--- src/hw/mrs_pkg.sv ---
// Package for the memory rail state sequencer
// Assumes a 10 MHz core clock; all delays are counted in core cycles
package mrs_pkg;

  // Clock period in nanoseconds
  localparam int unsigned CLK_PERIOD_NS = 100;

  // Start-up hold-off before switching, microseconds
  localparam int unsigned HOLDOFF_US     = 400;
  localparam int unsigned HOLDOFF_CYC    = HOLDOFF_US * 1000 / CLK_PERIOD_NS;
  // Typical soft-start ramp, microseconds
  localparam int unsigned RAMP_US        = 700;
  localparam int unsigned RAMP_CYC       = RAMP_US * 1000 / CLK_PERIOD_NS;
  // Rail-good assertion delay, microseconds
  localparam int unsigned GOOD_DLY_US    = 1000;
  localparam int unsigned GOOD_DLY_CYC   = GOOD_DLY_US * 1000 / CLK_PERIOD_NS;
  // Rail-good drop delay, nanoseconds (longest time, rounded down)
  localparam int unsigned BAD_DLY_NS     = 330;
  localparam int unsigned BAD_DLY_CYC    = BAD_DLY_NS / CLK_PERIOD_NS;
  // Comparator enable after fixed reference rises, microseconds
  localparam int unsigned CMP_EN_US      = 1100;
  localparam int unsigned CMP_EN_CYC     = CMP_EN_US * 1000 / CLK_PERIOD_NS;
  // Tracking discharge duration, microseconds
  localparam int unsigned TRACK_US       = 4000;
  localparam int unsigned TRACK_CYC      = TRACK_US * 1000 / CLK_PERIOD_NS;

  // Width of the shared delay counter
  localparam int unsigned CNT_W          = 16;
  // Width of the soft-start reference code
  localparam int unsigned REF_W          = 10;
  localparam logic [REF_W-1:0] REF_FULL  = 10'h3_ff;

  // Option codes decoded from the sense pin level
  localparam logic [1:0] OPT_47K         = 2'h0;
  localparam logic [1:0] OPT_68K         = 2'h1;
  localparam logic [1:0] OPT_100K        = 2'h2;
  localparam logic [1:0] OPT_200K        = 2'h3;
  localparam logic [1:0] OPT_RESET       = 2'h0;

  // Sequencer states
  typedef enum logic [2:0] {
    MRS_OFF,
    MRS_HOLDOFF,
    MRS_RAMP,
    MRS_RUN,
    MRS_DIS_TRACK,
    MRS_DIS_NONTRACK
  } mrs_state_t;

  // Option decode: bit 1 is 400 kHz, bit 0 is tracking discharge
  function automatic logic [1:0] mrs_decode(input logic [1:0] code);
    case (code)
      OPT_200K: mrs_decode = 2'h3;
      OPT_100K: mrs_decode = 2'h1;
      OPT_68K:  mrs_decode = 2'h0;
      default:  mrs_decode = 2'h2;
    endcase
  endfunction

endpackage

--- src/hw/mrs_pwm_if.sv ---
// Carrier between the sequencer and its on-time generator
// Assumes one clock domain shared by both ends
interface mrs_pwm_if;
  logic       run;
  logic       set_req;
  logic [7:0] on_cycles;
  logic       high_on;

  modport seq (output run, output set_req, output on_cycles, input high_on);
  modport gen (input run, input set_req, input on_cycles, output high_on);
endinterface

--- src/hw/mrs_ontime.sv ---
// On-time generator for the high-side switch
// Assumes set requests and on-time counts come from the sequencer
module mrs_ontime (
  // Clock and reset
  input  wire logic core_clk,
  input  wire logic rst_b,
  input  wire logic clk_en,
  // Sequencer side
  mrs_pwm_if.gen    pwm
);

  logic [7:0] cnt_q;
  logic       on_q;

  // Start an on-cycle on a set request, end when the count runs out
  always_ff @(posedge core_clk or negedge rst_b)
  begin
    if (!rst_b)
    begin
      cnt_q <= 8'h00;
      on_q  <= 1'b0;
    end
    else if (clk_en)
    begin
      if (!pwm.run)
      begin
        cnt_q <= 8'h00;
        on_q  <= 1'b0;
      end
      else if (on_q)
      begin
        if (cnt_q <= 8'h01)
          on_q <= 1'b0;
        cnt_q <= cnt_q - 8'h01;
      end
      else if (pwm.set_req)
      begin
        on_q  <= 1'b1;
        cnt_q <= pwm.on_cycles;
      end
    end
  end

  assign pwm.high_on = on_q;

endmodule

--- src/hw/mrs_seq.sv ---
// Memory rail state sequencer: state pins to rail enables and discharge
// Assumes pins asynchronous to core_clk; analog comparators given as levels
// Operation
// - Both selects high: main, term reference, term rail, fixed ref on
// - Suspend low, power-on high: termination rail floats, others on
// - Both low: all off, discharged per latched option
// - Wait 400 us after power-on rises, then ramp reference up
// - Soft-start ramp of main rail takes 700 us
// - Sense option pin through hold-off after power-on rises, latch decoded option at its end
// - Decode option to frequency and tracking or non-tracking discharge
// - Rail-good rises after 1 ms within the 8 percent window
// - Rail-good drops 330 ns after leaving the 16 percent window
// - Rail-good comparator enabled 1.1 ms after fixed reference rises
// - Tracking discharge drains main rail via termination regulator
// - After 4 ms tracking, switch to non-tracking discharge
// - Non-tracking discharge pulls down main and termination rails
// - Issue set request when feedback falls below reference
// - On-time inversely follows input voltage, follows output voltage
module mrs_seq (
  // Clock, reset, enable
  input  wire logic             core_clk,
  input  wire logic             rst_b,
  input  wire logic             clk_en,
  // State pins from the power manager
  input  wire logic             suspend_select,
  input  wire logic             power_on_select,
  // Option pin level code, sampled while sensing
  input  wire logic [1:0]       option_level,
  // Analog comparator levels
  input  wire logic             in_win8,
  input  wire logic             in_win16,
  input  wire logic             fb_below_ref,
  // Input and output voltage codes for on-time
  input  wire logic [7:0]       vin_code,
  input  wire logic [7:0]       vout_code,
  // Rail enables
  output logic                  fixed_ref_en,
  output logic                  main_rail_en,
  output logic                  term_ref_en,
  output logic                  term_rail_en,
  // Discharge controls
  output logic                  track_dis_en,
  output logic                  main_pd_en,
  output logic                  term_pd_en,
  // Option sensing and configuration
  output logic                  sense_src_en,
  output logic                  freq_400k,
  // Soft-start reference and switch drive
  output logic [mrs_pkg::REF_W-1:0] ref_code,
  output logic                  high_side_on,
  // Open-drain rail good: drive low when enabled
  output logic                  rail_good_o,
  output logic                  rail_good_oe
);

  // Synchronised pins
  logic [1:0] sus_sq, pon_sq, w8_sq, w16_sq, fb_sq;
  logic       sus, pon, w8, w16, fb;

  mrs_pkg::mrs_state_t         state_q;
  logic [mrs_pkg::CNT_W-1:0]   cnt_q;
  logic [mrs_pkg::CNT_W-1:0]   cmp_cnt_q;
  logic [mrs_pkg::CNT_W-1:0]   good_cnt_q;
  logic [1:0]                  opt_q;
  logic                        pon_prev_q;
  logic                        good_q;
  logic [7:0]                  on_cyc;
  logic                        pon_rise;
  mrs_pwm_if pwm ();
  // Two-flop synchronisers for the state pins and comparator levels
  always_ff @(posedge core_clk or negedge rst_b)
  begin
    if (!rst_b)
    begin
      sus_sq <= 2'h0;
      pon_sq <= 2'h0;
      w8_sq  <= 2'h0;
      w16_sq <= 2'h0;
      fb_sq  <= 2'h0;
    end
    else if (clk_en)
    begin
      sus_sq <= {sus_sq[0], suspend_select};
      pon_sq <= {pon_sq[0], power_on_select};
      w8_sq  <= {w8_sq[0], in_win8};
      w16_sq <= {w16_sq[0], in_win16};
      fb_sq  <= {fb_sq[0], fb_below_ref};
    end
  end
  assign sus = sus_sq[1];
  assign pon = pon_sq[1];
  assign w8  = w8_sq[1];
  assign w16 = w16_sq[1];
  assign fb  = fb_sq[1];
  // Power-on edge detect
  always_ff @(posedge core_clk or negedge rst_b)
  begin
    if (!rst_b)
      pon_prev_q <= 1'b0;
    else if (clk_en)
      pon_prev_q <= pon;
  end
  assign pon_rise = pon && !pon_prev_q;
  // Option latch during hold-off
  always_ff @(posedge core_clk or negedge rst_b)
  begin
    if (!rst_b)
      opt_q <= mrs_pkg::OPT_RESET;
    else if (clk_en && state_q == mrs_pkg::MRS_HOLDOFF
             && cnt_q == 16'(mrs_pkg::HOLDOFF_CYC - 1))
      opt_q <= mrs_pkg::mrs_decode(option_level);
  end

  // Main sequencer
  always_ff @(posedge core_clk or negedge rst_b)
  begin
    if (!rst_b)
    begin
      state_q <= mrs_pkg::MRS_OFF;
      cnt_q   <= '0;
    end
    else if (clk_en)
    begin
      if (!pon)
      begin
        case (state_q)
          mrs_pkg::MRS_OFF,
          mrs_pkg::MRS_DIS_NONTRACK:
            cnt_q <= '0;
          mrs_pkg::MRS_DIS_TRACK:
          begin
            if (cnt_q == 16'(mrs_pkg::TRACK_CYC - 1))
            begin
              state_q <= mrs_pkg::MRS_DIS_NONTRACK;
              cnt_q   <= '0;
            end
            else
              cnt_q <= cnt_q + 16'h0001;
          end
          default:
          begin
            state_q <= opt_q[0] ? mrs_pkg::MRS_DIS_TRACK
                                : mrs_pkg::MRS_DIS_NONTRACK;
            cnt_q   <= '0;
          end
        endcase
      end
      else
      begin
        case (state_q)
          mrs_pkg::MRS_HOLDOFF:
          begin
            if (cnt_q == 16'(mrs_pkg::HOLDOFF_CYC - 1))
            begin
              state_q <= mrs_pkg::MRS_RAMP;
              cnt_q   <= '0;
            end
            else
              cnt_q <= cnt_q + 16'h0001;
          end
          mrs_pkg::MRS_RAMP:
          begin
            if (cnt_q == 16'(mrs_pkg::RAMP_CYC - 1))
            begin
              state_q <= mrs_pkg::MRS_RUN;
              cnt_q   <= '0;
            end
            else
              cnt_q <= cnt_q + 16'h0001;
          end
          mrs_pkg::MRS_RUN:
            cnt_q <= '0;
          default:
          begin
            if (pon_rise)
            begin
              state_q <= mrs_pkg::MRS_HOLDOFF;
              cnt_q   <= '0;
            end
          end
        endcase
      end
    end
  end

  always_comb
  begin
    case (state_q)
      mrs_pkg::MRS_RAMP:
        ref_code = 10'((32'(cnt_q) * 32'(mrs_pkg::REF_FULL))
                       / mrs_pkg::RAMP_CYC);
      mrs_pkg::MRS_RUN:
        ref_code = mrs_pkg::REF_FULL;
      default:
        ref_code = '0;
    endcase
  end

  assign fixed_ref_en = pon;
  assign term_ref_en  = pon;
  assign main_rail_en = pon && (state_q == mrs_pkg::MRS_RAMP
                                || state_q == mrs_pkg::MRS_RUN);
  assign term_rail_en = pon && sus;
  assign sense_src_en = state_q == mrs_pkg::MRS_HOLDOFF;
  assign freq_400k    = opt_q[1];

  assign track_dis_en = state_q == mrs_pkg::MRS_DIS_TRACK;
  assign main_pd_en   = state_q == mrs_pkg::MRS_DIS_NONTRACK;
  assign term_pd_en   = state_q == mrs_pkg::MRS_DIS_NONTRACK;

  always_ff @(posedge core_clk or negedge rst_b)
  begin
    if (!rst_b)
      cmp_cnt_q <= '0;
    else if (clk_en)
    begin
      if (!pon)
        cmp_cnt_q <= '0;
      else if (cmp_cnt_q != 16'(mrs_pkg::CMP_EN_CYC))
        cmp_cnt_q <= cmp_cnt_q + 16'h0001;
    end
  end

  // Rail-good qualify and drop
  always_ff @(posedge core_clk or negedge rst_b)
  begin
    if (!rst_b)
    begin
      good_q     <= 1'b0;
      good_cnt_q <= '0;
    end
    else if (clk_en)
    begin
      if (cmp_cnt_q != 16'(mrs_pkg::CMP_EN_CYC))
      begin
        good_q     <= 1'b0;
        good_cnt_q <= '0;
      end
      else if (!good_q)
      begin
        if (!w8)
          good_cnt_q <= '0;
        else if (good_cnt_q == 16'(mrs_pkg::GOOD_DLY_CYC - 1))
        begin
          good_q     <= 1'b1;
          good_cnt_q <= '0;
        end
        else
          good_cnt_q <= good_cnt_q + 16'h0001;
      end
      else
      begin
        if (w16)
          good_cnt_q <= '0;
        else if (good_cnt_q == 16'(mrs_pkg::BAD_DLY_CYC - 1))
        begin
          good_q     <= 1'b0;
          good_cnt_q <= '0;
        end
        else
          good_cnt_q <= good_cnt_q + 16'h0001;
      end
    end
  end

  assign rail_good_o  = 1'b0;
  assign rail_good_oe = !good_q;

  always_comb
  begin
    if (vin_code == 8'h00)
      on_cyc = 8'hff;
    else
      on_cyc = 8'((16'(vout_code) * 16'h0040) / 16'(vin_code));
  end

  assign pwm.run       = main_rail_en;
  assign pwm.set_req   = fb;
  assign pwm.on_cycles = (on_cyc == 8'h00) ? 8'h01 : on_cyc;

  mrs_ontime u_ontime (
    .core_clk (core_clk),
    .rst_b    (rst_b),
    .clk_en   (clk_en),
    .pwm      (pwm)
  );

  assign high_side_on = pwm.high_on;

endmodule

--- config.mk ---
export PLATFORM = sky130hd
export DESIGN_NAME = mrs_seq
export DESIGN_NICKNAME = d
export VERILOG_FILES = /design/src/hw/mrs_pkg.sv /design/src/hw/mrs_pwm_if.sv /design/src/hw/mrs_ontime.sv /design/src/hw/mrs_seq.sv
export SDC_FILE = /design/constraint.sdc
export NUM_CORES = 1
export LEC_CHECK = 0
export ABC_AREA = 1
export BUFFER_PORTS_ARGS = -buffer_cell sky130_fd_sc_hd__buf_2
export CAP_MARGIN = 20
export CORE_UTILIZATION = 35
export DETAILED_ROUTE_END_ITERATION = 16
export PLACE_DENSITY = 0.55
export SYNTH_ARGS = -nofsm -noshare
export SYNTH_HDL_FRONTEND = slang
export SYNTH_HIERARCHICAL = 1
export SYNTH_SLANG_ARGS = --single-unit
--- constraint.sdc ---
create_clock -name core_clk -period 18.4 [get_ports core_clk]
set_input_delay 4.6 -clock core_clk [delete_from_list [all_inputs] [get_ports core_clk]]
set_output_delay 4.6 -clock core_clk [all_outputs]
set_load 0.01 [all_outputs]
==> results.txt <==
DRT iter0 DRCs: 1,100
CP Launch Type: input port
number of global-route vias before repair: 22,600
GRT overflow: 0
Slew headroom: 35.1%
CTS Buffer Depth: 2
multi-input logic area: 17,300 um2
buffers added on ports: 46
Global Route Usage Sum: 20.9%
# DRC: 0
largest net degree at the start of global routing: 75
commonest non-fill, non-tap cell in the layout: buf_4
setup ws final: -7980 ps
# nets final: 4,316
total die area: 55,500 um2
crit path max fanout: 8
Skew-Pair Late Insertion Delay: 340 ps
Root Driver: clkbuf_16
Async SR Flop Fraction: 100%
initial antenna violation count: 0
post-detail-place hpwl: 43.9 mm
CP arrival: 26,580 ps
outcome: finished, violations left
CP max stage delay: 390 ps
Setup Viol. Count Final: 8
failing checks: setup timing
Initial Utilization: 35.5%
sum of negative setup slack: -28,880 ps
CTS H-tree lvls: 3
Critical Path Slowest Stage Cell: or3b_4
DRT antenna net count: 0
placed instance area: 25,600 um2
first-pass GRT wire length: 100 mm
clock tree sinks: 74
post-synthesis sequential area ratio: 9.70%
most frequent CP cell: nand2_1
fin area: 30,600 um2
RSZ-0062 raised after global routing: true
CTS tree: built
Via density: 4.78
wire per inst: 13.1 um
Layout area overhead: 60.3%
Post-Syn Area per Cell: 6.49 um2
die width: 236 um
cell count after synthesis: 2,943
filler instances: 4,833
final worst path period need: 26,380 ps
Worst-Margin Slew: 973 ps
CP required: 18,600 ps
Row Count: 85
Yosys Warn Count: 6
iteration count of the initial detailed-routing pass: 5
synthesized cell area: 19,100 um2
antenna diode count: 0
cts bufs inserted: 9
hold crit path type: reg -> reg
Clock transition at path regs: 60 ps
FF+latch area: 1860 um2
FF+latch count, synth: 74
fmax: 0.0379 GHz
layout cells sized above 1: 45.5%
Synth Flop Type: dfrtp_1
Setup crit end kind: register
core area: 53,800 um2
Vert. Die Dim: 236 um
placed instance count: 4,371
synth unique cells: 78
vias post-DR: 22,600
commonest non-fill, non-tap cells in the layout: buf_4, nand2_1, inv_1, nand2_2, nand3_1
num ports: 48
Max Transition Viols Final: 0
EDFF count, synth: 0
Crit Path Category: in -> reg
fin crit share: 143%
GPL Wtd Cong: 0.885
number of max-cap violations: 0
Hold Fails Final Rpt: 0
Worst Clk Skew: 7.52 ps
drt total wl: 61.7 mm
Layout Cells excl Fill: 4,724
## logic make-up (layout without fill, tap and decap cells)
| group | after synthesis | in the layout | share of synthesized area [%] |
|---|---|---|---|
| and+or+nand+nor | 1550 | 1562 | 40.2 |
| buffers and inverters | 526 | 1597 | 11.1 |
| other | 1 | 3 | 0.0196 |
| AOI/OAI and AO/OA | 392 | 392 | 12.1 |
| muxes | 1 | 1 | 0.0590 |
| DFF | 74 | 74 | 9.70 |
| adders and majority gates | 266 | 266 | 20.6 |
| xor gates and xnor gates | 133 | 133 | 6.24 |
## critical path, delay by kind of cell
kind,cells,cell delay (ps)
compound gates,62,8050
simple gates,58,6480
fa+ha+maj,15,3890
buf+inv,33,3360
xor+xnor,1,210
## sequential cells by signal, summed over array words and instances, names as in the netlist, 2 cells and up
register,count
cmp_cnt_q,16
cnt_q,16
fb_sq,2
good_cnt_q,16
opt_q,2
pon_sq,2
state_q,3
sus_sq,2
u_ontime/cnt_q,8
w16_sq,2
w8_sq,2
## metrics by stage
stage,worst slack [ps],util [%],hold WS [ps]
after floorplan,-8470,-,442
after global placement,-7630,47.6,466
after detailed placement,-8650,47.6,467
after CTS,-7140,54.0,489
after global routing,-9130,56.9,500
final,-7980,56.9,480
## path summary, 6_finish.rpt
kind	to	startpoint	slack [ps]	cells past startpoint
setup / recovery	u_ontime/cnt_q[0]	vin_code[1]	-7980	169
hold / removal	pon_sq[0]	pon_sq[0]	480	2
setup reg to reg	cnt_q[15]	state_q[2]	15360	18
hold reg to reg	pon_sq[0]	pon_sq[0]	480	2
max in group asynchronous	cnt_q[1]	rst_b	13280	1
min in group asynchronous	u_ontime/cnt_q[2]	rst_b	4410	1
## Yosys cell counts, types with 19 or more instances
cell type	instances	area (um2)
nand4_1	33	206
nand2_1	704	2640
dfrtp_1	74	1850
xnor2_1	45	394
nand2_2	163	1020
nor2_2	23	144
nor3_1	41	205
o21ai_0	148	741
a21o_1	19	143
a21oi_1	113	566
inv_2	37	139
clkbuf_1	26	97.6
fa_1	81	1620
nand2_4	54	608
inv_1	431	1620
nand3_1	221	1110
xor2_1	86	753
ha_1	185	2310
nor2_1	214	803
nand3_2	25	250
## repair_timing
action / 4_1_cts / 5_1_grt
hold buffers: 0 / 0
resized for setup: 273 / 233
buffers inserted: 234 / 92
pin swaps: 197 / 186
cloned: 13 / 4
setup endpoints to repair: 9 / 9
## layer usage
| metal | vias up | GRT usage, % | share of wire, % |
|---|---|---|---|
| met4 | 0 | 3.90 | 2.1 |
| li1 | 11600 | - | - |
| met5 | - | 0 | 0 |
| met2 | 297 | 39.4 | 51 |
| met1 | 10600 | 26.3 | 45 |
| met3 | 103 | 0.950 | 1.8 |
## final cells by class
type,count,share of cell area (%)
Clock buffer,11,0.793
Clock inverter,4,0.168
Inverter,487,6.30
Multi-Input combinational cell,2357,56.4
Sequential cell,74,6.09
Tap cell,696,2.85
Timing Repair Buffer,1091,27.3
Timing Repair inverter,4,0.0736
Power is not shown: default switching activity piles up to over one toggle a cycle in this logic, so the estimate is an artifact.
